File: config.mk
export PLATFORM = sky130hd
export DESIGN_NAME = fsp_axis_fault_stop
export DESIGN_NICKNAME = d
export VERILOG_FILES = /design/src/design/fsp_pkg.sv /design/src/design/fsp_policy_reg.sv /design/src/design/fsp_axis_fault_stop.sv
export SDC_FILE = /design/constraint.sdc
export NUM_CORES = 1
export LEC_CHECK = 0
export BUFFER_PORTS_ARGS = -buffer_cell sky130_fd_sc_hd__clkbuf_2
export CORE_ASPECT_RATIO = 1.1
export CORE_UTILIZATION = 30
export CTS_CLUSTER_DIAMETER = 80
export DETAILED_ROUTE_END_ITERATION = 8
export SYNTH_ARGS = -nofsm -noshare
export SYNTH_HDL_FRONTEND = slang
export SYNTH_SLANG_ARGS = --single-unit
File: constraint.sdc
create_clock -name clk_sys -period 3.5 [get_ports clk_sys]
set_clock_uncertainty 0.2 [all_clocks]
set_input_delay 0.35 -clock clk_sys [delete_from_list [all_inputs] [get_ports clk_sys]]
set_output_delay 0.35 -clock clk_sys [all_outputs]
set_load 0.02 [all_outputs]
File: src/design/fsp_pkg.sv
/*
 * fsp_pkg: constants, register offsets and types for the axis fault stop policy block.
 * Assumes a 32-bit classic Wishbone slave port with word-aligned registers.
 */
package fsp_pkg;

   // ----------------------------------------------------------------------
   // register offsets (byte addresses)
   // ----------------------------------------------------------------------
   localparam logic [7:0] FSP_OFF_EMG_POL = 8'h00;
   localparam logic [7:0] FSP_OFF_CMD_POL = 8'h04;
   localparam logic [7:0] FSP_OFF_POS_POL = 8'h08;
   localparam logic [7:0] FSP_OFF_NEG_POL = 8'h0C;
   localparam logic [7:0] FSP_OFF_DECEL = 8'h10;
   localparam logic [7:0] FSP_OFF_SETTLE = 8'h14;
   localparam logic [7:0] FSP_OFF_STATUS = 8'h18;

   // ----------------------------------------------------------------------
   // field widths, limits and reset values
   // ----------------------------------------------------------------------
   localparam int FSP_POL_W = 3;
   localparam logic [2:0] FSP_POL_MAX = 3'h5;
   localparam logic [2:0] FSP_EMG_POL_RST = 3'h0;
   localparam logic [2:0] FSP_FAULT_POL_RST = 3'h1;
   localparam logic [2:0] FSP_POL_HIGH_MIN = 3'h3;
   localparam int FSP_DECEL_W = 14;
   localparam logic [13:0] FSP_DECEL_MIN = 14'h0001;
   localparam logic [13:0] FSP_DECEL_MAX = 14'h270F;
   localparam logic [13:0] FSP_DECEL_RST = 14'h0001;
   localparam logic FSP_SETTLE_RST = 1'b1;

   // ----------------------------------------------------------------------
   // fault sources, in priority order, and controller states
   // ----------------------------------------------------------------------
   typedef enum logic [1:0] {
      FSP_SRC_EMG = 2'h0,
      FSP_SRC_CMD = 2'h1,
      FSP_SRC_POS = 2'h2,
      FSP_SRC_NEG = 2'h3
   } fsp_src_t;

   typedef enum logic [1:0] {
      FSP_ST_IDLE = 2'h0,
      FSP_ST_TAKE = 2'h1,
      FSP_ST_STOP = 2'h3,
      FSP_ST_DONE = 2'h2
   } fsp_state_t;

endpackage : fsp_pkg

File: src/design/fsp_policy_reg.sv
/*
 * fsp_policy_reg: one 0..5 stop policy selector, writable over the bus.
 * Assumes the caller decodes the address and strobes wr_en at the bus ack edge.
 */
`timescale 1ns/1ps
module fsp_policy_reg
   import fsp_pkg::*;
#(
   parameter logic [2:0] RESET_VALUE = 3'h0
) (
   input wire logic clk_sys,
   input wire logic rst_n,
   input wire logic wr_en,
   input wire logic [2:0] wr_data,
   output logic [2:0] policy
);

   // ----------------------------------------------------------------------
   // parameter check
   // ----------------------------------------------------------------------
   if (RESET_VALUE > FSP_POL_MAX) begin : g_bad_reset
      $error("policy reset value out of range");
   end

   logic [2:0] pol_q;

   // out-of-range writes are dropped so the selector never holds 6 or 7
   always_ff @(posedge clk_sys or negedge rst_n) begin
      if (!rst_n) begin
         pol_q <= RESET_VALUE;
      end else if (wr_en && (wr_data <= FSP_POL_MAX)) begin
         pol_q <= wr_data;
      end
   end

   assign policy = pol_q;

   AST_POL_RANGE: assert property (@(posedge clk_sys) disable iff (!rst_n)
      pol_q <= FSP_POL_MAX)
      else $error("policy selector out of range");

endmodule : fsp_policy_reg

File: src/design/fsp_axis_fault_stop.sv
/*
 * fsp_axis_fault_stop: fault reaction policy for one servo axis, with its
 * settings reached over classic Wishbone.
 * Assumes the motion core reports stop completion, control hand-back and
 * move ends on single-clock inputs synchronous to clk_sys.
 */
// The address map and the Wishbone register port were decided locally.
`timescale 1ns/1ps

module fsp_axis_fault_stop
   import fsp_pkg::*;
#(
   parameter int ADDR_W = 8
) (
   input wire logic clk_sys,
   input wire logic rst_n,
   // classic Wishbone slave
   input wire logic wb_cyc_i,
   input wire logic wb_stb_i,
   input wire logic wb_we_i,
   input wire logic [ADDR_W-1:0] wb_adr_i,
   input wire logic [3:0] wb_sel_i,
   input wire logic [31:0] wb_dat_i,
   output logic [31:0] wb_dat_o,
   output logic wb_ack_o,
   // fault event sources
   input wire logic board_emergency_request,
   input wire logic cmd_rate_fault,
   input wire logic pos_overtravel_fault,
   input wire logic neg_overtravel_fault,
   // motion core side
   input wire logic host_follow_active,
   input wire logic builtin_ctrl_ready,
   input wire logic stop_complete,
   input wire logic move_end,
   input wire logic move_positioning,
   input wire logic homing_active,
   output logic ctrl_takeover,
   output logic stop_request,
   output logic stop_immediate,
   output logic servo_off,
   output logic [13:0] abort_decel_time,
   output logic settle_wait_start
);

   // ----------------------------------------------------------------------
   // parameter check
   // ----------------------------------------------------------------------
   if (ADDR_W < 8 || ADDR_W > 32) begin : g_bad_addr
      $error("ADDR_W must lie between 8 and 32");
   end

   // ----------------------------------------------------------------------
   // bus slave
   // ----------------------------------------------------------------------
   logic ack_q;
   logic [31:0] rdat_q;
   logic wr_fire;
   logic [7:0] adr8;
   logic [2:0] pol_emg, pol_cmd, pol_pos, pol_neg;
   logic [13:0] decel_q;
   logic settle_en_q;
   logic [31:0] rdat_d;
   fsp_state_t state_q, state_d;
   fsp_src_t src_q;
   logic [2:0] code_q;
   logic host_q;
   logic servo_off_q;

   assign adr8 = wb_adr_i[7:0];
   // writes land on the edge where the master samples ack
   assign wr_fire = wb_cyc_i && wb_stb_i && wb_we_i && ack_q && wb_sel_i[0];

   // one wait state, ack drops the cycle after it was given
   always_ff @(posedge clk_sys or negedge rst_n) begin
      if (!rst_n) begin
         ack_q <= 1'b0;
      end else begin
         ack_q <= wb_cyc_i && wb_stb_i && !ack_q;
      end
   end

   // read mux; unmapped addresses read zero and still ack
   always_comb begin
      rdat_d = 32'h0000_0000;
      if (adr8 == FSP_OFF_EMG_POL) begin
         rdat_d[2:0] = pol_emg;
      end else if (adr8 == FSP_OFF_CMD_POL) begin
         rdat_d[2:0] = pol_cmd;
      end else if (adr8 == FSP_OFF_POS_POL) begin
         rdat_d[2:0] = pol_pos;
      end else if (adr8 == FSP_OFF_NEG_POL) begin
         rdat_d[2:0] = pol_neg;
      end else if (adr8 == FSP_OFF_DECEL) begin
         rdat_d[13:0] = decel_q;
      end else if (adr8 == FSP_OFF_SETTLE) begin
         rdat_d[0] = settle_en_q;
      end else if (adr8 == FSP_OFF_STATUS) begin
         rdat_d[1:0] = state_q;
         rdat_d[3:2] = src_q;
         rdat_d[6:4] = code_q;
         rdat_d[7] = host_q;
         rdat_d[8] = servo_off_q;
      end
   end

   // read data captured as ack rises, held until the next access
   always_ff @(posedge clk_sys or negedge rst_n) begin
      if (!rst_n) begin
         rdat_q <= 32'h0000_0000;
      end else if (wb_cyc_i && wb_stb_i && !ack_q) begin
         rdat_q <= rdat_d;
      end
   end

   assign wb_ack_o = ack_q;
   assign wb_dat_o = rdat_q;

   // ----------------------------------------------------------------------
   // settings
   // ----------------------------------------------------------------------
   fsp_policy_reg #(.RESET_VALUE(FSP_EMG_POL_RST)) u_pol_emg (
      .clk_sys(clk_sys), .rst_n(rst_n),
      .wr_en(wr_fire && adr8 == FSP_OFF_EMG_POL), .wr_data(wb_dat_i[2:0]), .policy(pol_emg));
   fsp_policy_reg #(.RESET_VALUE(FSP_FAULT_POL_RST)) u_pol_cmd (
      .clk_sys(clk_sys), .rst_n(rst_n),
      .wr_en(wr_fire && adr8 == FSP_OFF_CMD_POL), .wr_data(wb_dat_i[2:0]), .policy(pol_cmd));
   fsp_policy_reg #(.RESET_VALUE(FSP_FAULT_POL_RST)) u_pol_pos (
      .clk_sys(clk_sys), .rst_n(rst_n),
      .wr_en(wr_fire && adr8 == FSP_OFF_POS_POL), .wr_data(wb_dat_i[2:0]), .policy(pol_pos));
   fsp_policy_reg #(.RESET_VALUE(FSP_FAULT_POL_RST)) u_pol_neg (
      .clk_sys(clk_sys), .rst_n(rst_n),
      .wr_en(wr_fire && adr8 == FSP_OFF_NEG_POL), .wr_data(wb_dat_i[2:0]), .policy(pol_neg));

   // decel time: writes outside 1..9999 are dropped, low byte lanes only
   always_ff @(posedge clk_sys or negedge rst_n) begin
      if (!rst_n) begin
         decel_q <= FSP_DECEL_RST;
      end else if (wr_fire && adr8 == FSP_OFF_DECEL && wb_sel_i[1]
                   && wb_dat_i[31:14] == 18'h0_0000 && wb_dat_i[13:0] >= FSP_DECEL_MIN
                   && wb_dat_i[13:0] <= FSP_DECEL_MAX) begin
         decel_q <= wb_dat_i[13:0];
      end
   end

   always_ff @(posedge clk_sys or negedge rst_n) begin
      if (!rst_n) begin
         settle_en_q <= FSP_SETTLE_RST;
      end else if (wr_fire && adr8 == FSP_OFF_SETTLE) begin
         settle_en_q <= wb_dat_i[0];
      end
   end

   assign abort_decel_time = decel_q;

   // ----------------------------------------------------------------------
   // fault reaction
   // ----------------------------------------------------------------------
   logic any_fault;
   fsp_src_t src_d;
   logic [2:0] code_d;
   logic code_high, code_off_now, code_off_after;

   assign any_fault = board_emergency_request || cmd_rate_fault || pos_overtravel_fault || neg_overtravel_fault;

   // fixed priority: emergency first, then command rate, plus, minus
   always_comb begin
      src_d = FSP_SRC_NEG;
      code_d = pol_neg;
      if (board_emergency_request) begin
         src_d = FSP_SRC_EMG;
         code_d = pol_emg;
      end else if (cmd_rate_fault) begin
         src_d = FSP_SRC_CMD;
         code_d = pol_cmd;
      end else if (pos_overtravel_fault) begin
         src_d = FSP_SRC_POS;
         code_d = pol_pos;
      end
   end

   // decode of the captured code, shared by both operating modes
   assign code_high = code_q >= FSP_POL_HIGH_MIN;
   // the capture edge still holds the previous code, so decode the incoming one there
   assign code_off_now = (state_q == FSP_ST_IDLE) ? (code_d == 3'h2 || code_d == 3'h5)
      : (code_q == 3'h2 || code_q == 3'h5);
   assign code_off_after = code_q == 3'h1 || code_q == 3'h4;

   // next state; DONE waits for every source to clear before rearming
   always_comb begin
      state_d = state_q;
      case (state_q)
         FSP_ST_IDLE: begin
            if (any_fault) begin
               state_d = host_follow_active ? FSP_ST_TAKE : FSP_ST_STOP;
            end
         end
         FSP_ST_TAKE: begin
            if (builtin_ctrl_ready) begin
               state_d = FSP_ST_STOP;
            end
         end
         FSP_ST_STOP: begin
            if (stop_complete) begin
               state_d = FSP_ST_DONE;
            end
         end
         FSP_ST_DONE: begin
            if (!any_fault) begin
               state_d = FSP_ST_IDLE;
            end
         end
         default: state_d = FSP_ST_IDLE;
      endcase
   end

   always_ff @(posedge clk_sys or negedge rst_n) begin
      if (!rst_n) begin
         state_q <= FSP_ST_IDLE;
      end else begin
         state_q <= state_d;
      end
   end

   // capture source, code and mode only on first detection
   always_ff @(posedge clk_sys or negedge rst_n) begin
      if (!rst_n) begin
         src_q <= FSP_SRC_EMG;
         code_q <= 3'h0;
         host_q <= 1'b0;
      end else if (state_q == FSP_ST_IDLE && any_fault) begin
         src_q <= src_d;
         code_q <= code_d;
         host_q <= host_follow_active;
      end
   end

   // servo off: at stop start for 2/5, at stop end for 1/4, never for 0/3
   always_ff @(posedge clk_sys or negedge rst_n) begin
      if (!rst_n) begin
         servo_off_q <= 1'b0;
      end else if (state_d == FSP_ST_IDLE) begin
         servo_off_q <= 1'b0;
      end else if (state_d == FSP_ST_STOP && code_off_now) begin
         servo_off_q <= 1'b1;
      end else if (state_d == FSP_ST_DONE && code_off_after) begin
         servo_off_q <= 1'b1;
      end
   end

   // stop_immediate stays low for 0..2 and high for 3..5; servo_off, not stop_immediate, keeps the servo on for 0/3
   assign ctrl_takeover = state_q == FSP_ST_TAKE;
   assign stop_request = state_q == FSP_ST_STOP;
   assign stop_immediate = state_q == FSP_ST_STOP && code_high;
   assign servo_off = servo_off_q;

   // ----------------------------------------------------------------------
   // settling wait
   // ----------------------------------------------------------------------
   logic settle_q;

   // homing forces the wait; non-positioning moves wait only while homing
   always_ff @(posedge clk_sys or negedge rst_n) begin
      if (!rst_n) begin
         settle_q <= 1'b0;
      end else begin
         settle_q <= move_end && (homing_active || (move_positioning && settle_en_q));
      end
   end

   assign settle_wait_start = settle_q;

   // ----------------------------------------------------------------------
   // checks
   // ----------------------------------------------------------------------
   AST_TAKEOVER_FIRST: assert property (@(posedge clk_sys) disable iff (!rst_n)
      (state_q == FSP_ST_IDLE && any_fault && host_follow_active) |=> ctrl_takeover && !stop_request)
      else $error("host follow-up fault did not take control first");
   AST_BUILTIN_DIRECT: assert property (@(posedge clk_sys) disable iff (!rst_n)
      (state_q == FSP_ST_IDLE && any_fault && !host_follow_active) |=> stop_request && !ctrl_takeover)
      else $error("built-in fault did not start a stop");
   AST_OFF_NOW: assert property (@(posedge clk_sys) disable iff (!rst_n)
      (stop_request && (code_q == 3'h2 || code_q == 3'h5)) |-> servo_off)
      else $error("servo not off while stopping for code 2 or 5");
   AST_OFF_AFTER: assert property (@(posedge clk_sys) disable iff (!rst_n)
      (stop_request && (code_q == 3'h1 || code_q == 3'h4)) |-> (!servo_off and (stop_complete |=> servo_off)))
      else $error("servo off timing wrong for code 1 or 4");
   AST_KEEP_ON: assert property (@(posedge clk_sys) disable iff (!rst_n)
      (state_q != FSP_ST_IDLE && (code_q == 3'h0 || code_q == 3'h3)) |-> !servo_off)
      else $error("servo switched off for code 0 or 3");
   AST_LEVEL: assert property (@(posedge clk_sys) disable iff (!rst_n)
      stop_request |-> (stop_immediate == (code_q > 3'h2)))
      else $error("stop level does not match policy code");
   AST_CODE_HELD: assert property (@(posedge clk_sys) disable iff (!rst_n)
      (state_q != FSP_ST_IDLE && $past(state_q) != FSP_ST_IDLE) |-> $stable(code_q) && $stable(src_q))
      else $error("captured policy changed during a stop");
   AST_DECEL_RANGE: assert property (@(posedge clk_sys) disable iff (!rst_n)
      abort_decel_time >= 14'h0001 && abort_decel_time <= 14'h270F)
      else $error("abort decel time out of range");
   AST_NO_SETTLE: assert property (@(posedge clk_sys) disable iff (!rst_n)
      (move_end && !move_positioning && !homing_active) |=> !settle_wait_start)
      else $error("settling wait on a move without positioning");
   AST_HOMING_SETTLE: assert property (@(posedge clk_sys) disable iff (!rst_n)
      (move_end && homing_active) |=> settle_wait_start)
      else $error("homing end without settling wait");
   AST_SETTLE_EN: assert property (@(posedge clk_sys) disable iff (!rst_n)
      (move_end && move_positioning && !homing_active) |=> (settle_wait_start == $past(settle_en_q)))
      else $error("settling wait does not follow enable");
   AST_ACK_PULSE: assert property (@(posedge clk_sys) disable iff (!rst_n)
      wb_ack_o |=> !wb_ack_o)
      else $error("ack held longer than one cycle");

   COV_HOST_STOP: cover property (@(posedge clk_sys) disable iff (!rst_n) ctrl_takeover ##1 stop_request);
   COV_OFF_NOW: cover property (@(posedge clk_sys) disable iff (!rst_n) stop_request && servo_off);
   COV_DONE: cover property (@(posedge clk_sys) disable iff (!rst_n) state_q == FSP_ST_DONE ##1 state_q == FSP_ST_IDLE);
   COV_HOMING: cover property (@(posedge clk_sys) disable iff (!rst_n) settle_wait_start && !settle_en_q);

endmodule : fsp_axis_fault_stop

; ---- After elaboration in Yosys (flattened, before gate mapping)
; Cells that the tools add are included.
[op_classes]
n_eq_ne = 17
n_reduce_logical = 38
n_mul = 0
order_cmp = 4
div_mod_pow = 0
shifts = 0
bitwise = 0
muxes = 29
n_addsub = 0
[ops]
columns = operator, n
row1 = two-way mux 11 bit, 4
row2 = logical AND 1 bit, 25
row3 = "equality test 8 x 5 -> 1 bit, second input constant", 3
row4 = two-way mux 3 bit, 7
row5 = logical NOT 18 bit, 1
row6 = two-way mux 9 bit, 2
row7 = "equality test 8 x 4 -> 1 bit, second input constant", 2
row8 = ">= comparator 14 x 1 -> 1 bit, second input constant", 1
row9 = "less-or-equal comparator 14 bit, second input constant", 1
row10 = two-way mux 2 bit, 7
row11 = "equality test 3 bit, second input constant", 3
row12 = "equality test 2 bit, second input constant", 4
row13 = "equality test 8 x 3 -> 1 bit, second input constant", 1
row14 = logical NOT 8 bit, 1
row15 = two-way mux 8 bit, 1
row16 = case mux 2 bit (4 select lines), 1
row17 = logical OR 1 bit, 7
row18 = "equality test 3 x 2 -> 1 bit, second input constant", 2
row19 = two-way mux 1 bit, 6
row20 = two-way mux 5 bit, 1
row21 = logical NOT 2 bit, 2
row22 = "equality test 3 x 1 -> 1 bit, second input constant", 1
row23 = ">= comparator 3 x 2 -> 1 bit, second input constant", 1
row24 = "less-or-equal comparator 3 bit, second input constant", 1
row25 = other kinds (3), 3
[totals]
in_bits = 59
elab_cells = 102
rom_bits = 0
ram_bits = 0
mem_count = 0
regBits = 52
output_inout_bits = 52
latchBits = 0

; ---- Longest topological paths before layout
[logic_depth]
depth_word = 10
mapped_depth = 8
depth_no_buf = 6

; ---- By module
; From an unflattened synthesis, not the netlist that was laid out.
[unflattened]
cells_unflattened = 278
area_unflattened_um2 = 2855.2
[by_module_without_submodules]
columns = module, instances, area_each_um2, seq_area_each_um2, cells_each
row1 = fsp_axis_fault_stop, 1, 2331.0, 1003.5, 238
row2 = fsp_policy_reg at u_pol_cmd ..., 3, 131.4, 76.3, 10
row3 = fsp_policy_reg at u_pol_emg, 1, 130.1, 75.1, 10

; ---- Worst setup path before layout
; No wires, ideal clock.
[synth_path]
path_kind = flip-flop to flip-flop
start = register ack_q, in the netlist wb_ack_o
end = register decel_q[10], in the netlist abort_decel_time[10]
setup_slack_ns = 1.566
t_arrival_ns = 1.609
period_less_slack_ns = 1.934
required_ns = 3.175
setup_ns = 0.125
path_stages_with_launch = 7
path_buffers = 1
cell_sequence = dfrtp_1 -> and3_1 -> nand3_1 -> nor3_2 -> nand4_2 -> buf_6 -> mux2_4
[synth_between]
elab_chain_len = 7
[synth_rtl]
columns = item, line
row1 = from (decl), fsp_axis_fault_stop.sv:56  ; logic ack_q;
row2 = from (signal assigned), fsp_axis_fault_stop.sv:79  ; ack_q <= wb_cyc_i && wb_stb_i && !ack_q;
row3 = logical AND 1 bit (2 in series), fsp_axis_fault_stop.sv:72  ; assign wr_fire = wb_cyc_i && wb_stb_i && wb_we_i && ack_q && wb_sel_i[0];
row4 = logical AND 1 bit (2 in series), fsp_axis_fault_stop.sv:139  ; end else if (wr_fire && adr8 == FSP_OFF_DECEL && wb_sel_i[1]
row5 = logical AND 1 bit (2 in series), fsp_axis_fault_stop.sv:140  ; && wb_dat_i[31:14] == 18'h0_0000 && wb_dat_i[13:0] >= FSP_DECEL_MIN
row6 = logical AND 1 bit, fsp_axis_fault_stop.sv:141  ; && wb_dat_i[13:0] <= FSP_DECEL_MAX) begin
row7 = to (signal assigned), fsp_axis_fault_stop.sv:142  ; decel_q <= wb_dat_i[13:0];
row8 = to (decl), fsp_axis_fault_stop.sv:61  ; logic [13:0] decel_q;
; No other way between the ends.
; A chain may end at the register's enable or synchronous reset.

; ---- Worst setup path in the final report
[layout_path]
start = register ack_q, in the netlist wb_ack_o
end = register decel_q[7], in the netlist abort_decel_time[7]
; The elaborated chain is that of the path after synthesis.

==> metrics <==
Total Die Area=0.009801 mm2; part of the Yosys area used for sequential elements=46.32%; number of DRC violations after detailed-routing iteration 0=approximately 150; postcts setup bufs=0; DRC=0; Worst setup EP type=register; initial cell density of the core=between 30% and 40%; core area=around 0.0090 mm2; post-synthesis sequential element count=52; CP required=between 3 and 4 ns; pin slew with the least headroom to its limit=around 0.70 ns; worst hold margin=around 0.074 ns; top post-synthesis cells by count=sky130_fd_sc_hd__dfrtp_1 (47), sky130_fd_sc_hd__nand2_1 (22), sky130_fd_sc_hd__buf_4 (18), sky130_fd_sc_hd__mux2_2 (18), sky130_fd_sc_hd__nor2_1 (15); Max Clock Freq=~0.44 GHz; Post-Syn Area=around 0.0028 mm2; power share of the sequential group=a little under three fifths; Pwr per Cell Area=~360 mW/mm2; flip-flop cell with the highest count after synthesis=sky130_fd_sc_hd__dfrtp_1; area taken by flip-flops and latches=around 0.0013 mm2; final total negative setup slack=0 ns; Antenna Cells=0; area occupied by multi-input gates=roughly 0.0013 mm2; unrepaired setup endpoints after global routing=false; max cap viols=0; switching part of the total power=around 30%; remaining antenna violation count=0; critical path arrival=2.27 ns; share of synthesized flip-flops with an asynchronous set or reset=100.0%; std cell rows=36; number of distinct standard cells referenced by the synthesized netlist=50; Switching Power=approximately 0.00037 W; minimum period implied by the final worst setup slack=between 2 and 2.5 ns; Die Width=between 90 and 100 um; first-pass GRT wire length=about 11000 um; detailed-routing iteration count for the pre-antenna-repair pass=4; ranking of synthesized cells by area=sky130_fd_sc_hd__dfrtp_1 (42%), sky130_fd_sc_hd__mux2_2 (7.2%), sky130_fd_sc_hd__mux2_4 (5.3%); cell taking the most area after synthesis=sky130_fd_sc_hd__dfrtp_1; number of global-route vias before repair=2250; antenna violations before repair=0; instance count of the mapped netlist=roughly 260; Synth Area per Inst=about 11 um2; Clock Pin Slew Worst Setup and Hold Paths=0.10 ns; insertion delay of the later-clocked pin in the worst-skew pair=~0.30 ns; post-synth top area share=approximately two fifths; Crit path buffers/inverters=0; most repeated cell in the gate-level netlist after synthesis=sky130_fd_sc_hd__dfrtp_1; series of cell instances along the critical path=and3_1 > nand3_1 > nor3_2 > nand4_2 > mux2_4; IR Drop Worst-Case VDD=between 150 and 200 uV; Synth warnings=0; kind of start point of the critical path=register; # hold bufs at CTS=1; number of nets in the finished design=~410; worst-path fanout max=14; IO Pins=between 100 and 150; wire length after detailed routing=~6900 um; # setup viols final=0; die height=103.7 um; layout cells sized above 1=42.12%; Resized Gates After CTS=0; clk buf depth=2; total count of max-transition violations in the final report=0; synthesis-to-finish area growth=20.43%; static leakage=around 1.8 nW; final core occ=a little under two fifths; I/O Buffers=90; Internal Pwr Total=around 0.00086 W; Slew headroom=~53%; number of enable flip-flop cells after synthesis=0; dominant delay contributor by cell family on the critical path=simple AND/OR/NAND/NOR gates; Critical-path top delay cell=sky130_fd_sc_hd__nand4_2; final cycle utilization of the critical path=64.90%; number of sinks driven by the clock tree=52; total CTS buffers=5; Final Hold Fails=0; largest stage delay on the critical path=approximately 0.54 ns; Hold WC Path Type=in -> reg; half-perimeter wire length after placement=between 5000 and 6000 um; GRT Resource Usage Total=between 10 and 15%; clock network fraction of design power=between 20 and 30%; mean routed wirelength per cell=14.97 um; combinational fraction of design power=17.0%; maximum level of the CTS H-tree=2; CTS tree=built; status=finished, final reports clean; total grt overflow=0; maximum number of pins on one net before global-route repair=28; buffer cell driving the clock tree root=sky130_fd_sc_hd__clkbuf_8; routability congestion estimate=0.7660; routed vias=2222; fill cell count=about 900; critical setup path kind=reg -> reg; Vias/cell=4.799
==> sequential cells by signal, indices dropped and copies added (netlist names) <==
name	cells
abort_decel_time	14
wb_dat_o	14
code_q	3
u_pol_cmd.policy	3
u_pol_emg.policy	3
u_pol_neg.policy	3
u_pol_pos.policy	3
src_q	2
state_q	2
host_q	1
servo_off	1
settle_en_q	1
settle_wait_start	1
wb_ack_o	1
==> metrics by stage <==
step | instances | area (um2) | power [W] | setup slack [ns]
3_5_place_dp | 454 | 3302 | 0.0009007 | 0.9346
2_1_floorplan | 276 | 2887 | 0.0008192 | 1.566
4_1_cts | 463 | 3400 | 0.001253 | 1.171
3_3_place_gp | 454 | 3302 | 0.0008979 | 0.9513
6_report | 463 | 3400 | 0.001231 | 1.228
5_1_grt | 463 | 3400 | 0.001305 | 1.067
==> power by group through the flow <==
| stage | logic [W] | registers, W | clock network [W] |
|---|---|---|---|
| 6_report | 0.000209 | 0.000679 | 0.000342 |
| 5_1_grt | 0.000234 | 0.000687 | 0.000384 |
| 4_1_cts | 0.000212 | 0.000680 | 0.000361 |
| 3_5_place_dp | 0.000210 | 0.000691 | 0 |
| 3_3_place_gp | 0.000208 | 0.000690 | 0 |
| 2_1_floorplan | 0.000136 | 0.000683 | 0 |
==> area by class of cell <==
cell class / count / share of cell area (%)
inverters: 11 / 1.215
flip-flops and latches: 52 / 38.46
multi-input cells: 185 / 39.57
clock buffers: 5 / 2.024
repair buffers: 93 / 13.99
well taps: 114 / 4.196
clock inverters: 3 / 0.5521
==> metal layers <==
layer / wire [um] / part of all wire (%) / GRT usage (%) / up-vias
met5: 0 / 0 / 0 / -
met4: 40 / 0.58 / 3.247 / 0
met1: 3067 / 44 / 18.21 / 1073
met3: 337 / 4.9 / 3.157 / 4
met2: 3484 / 50 / 25.05 / 66
li1: - / - / - / 1079
==> cell usage in the layout (no fill, tap or decap), types with 4 or more instances in the layout <==
cell and n:
sky130_fd_sc_hd__clkbuf_8 5, sky130_fd_sc_hd__mux2i_1 10, sky130_fd_sc_hd__nor2b_1 6, sky130_fd_sc_hd__nor4_1 4, sky130_fd_sc_hd__nor2_1 15, sky130_fd_sc_hd__clkbuf_2 90
sky130_fd_sc_hd__a22o_1 5, sky130_fd_sc_hd__conb_1 18, sky130_fd_sc_hd__nor3b_1 4, sky130_fd_sc_hd__nor3_1 7, sky130_fd_sc_hd__mux2_4 10, sky130_fd_sc_hd__a21oi_1 9
sky130_fd_sc_hd__inv_1 11, sky130_fd_sc_hd__mux2_2 18, sky130_fd_sc_hd__dfstp_2 5, sky130_fd_sc_hd__nand2_1 22, sky130_fd_sc_hd__o21ai_0 8, sky130_fd_sc_hd__dfrtp_1 47
sky130_fd_sc_hd__a222oi_1 5
==> worst paths after layout <==
check / startpoint / endpoint / slack, ns / cells after the start
min: move_end / settle_wait_start / 0.07 / 2
max: wb_ack_o / abort_decel_time[7] / 1.23 / 5
min in group asynchronous: rst_n / abort_decel_time[9] / 0.42 / 2
max in group asynchronous: rst_n / abort_decel_time[1] / 1.87 / 3
max reg2reg: wb_ack_o / abort_decel_time[7] / 1.23 / 5
min reg2reg: src_q[0] / src_q[0] / 0.29 / 2
==> kinds of logic (layout without fill, tap and decap cells) <==
group                     Yosys count  count (layout)  synth area share (%)
and+or+nand+nor                    85              85                 17.91
DFF                                52              52                 46.32
xor gates and xnor gates            1               1                0.3103
AOI/OAI and AO/OA                  43              43                 10.99
muxes                              38              38                 16.05
other                               1              18                0.1329
buffers and inverters              39             112                 8.289
(Power assumes the default switching activity.)
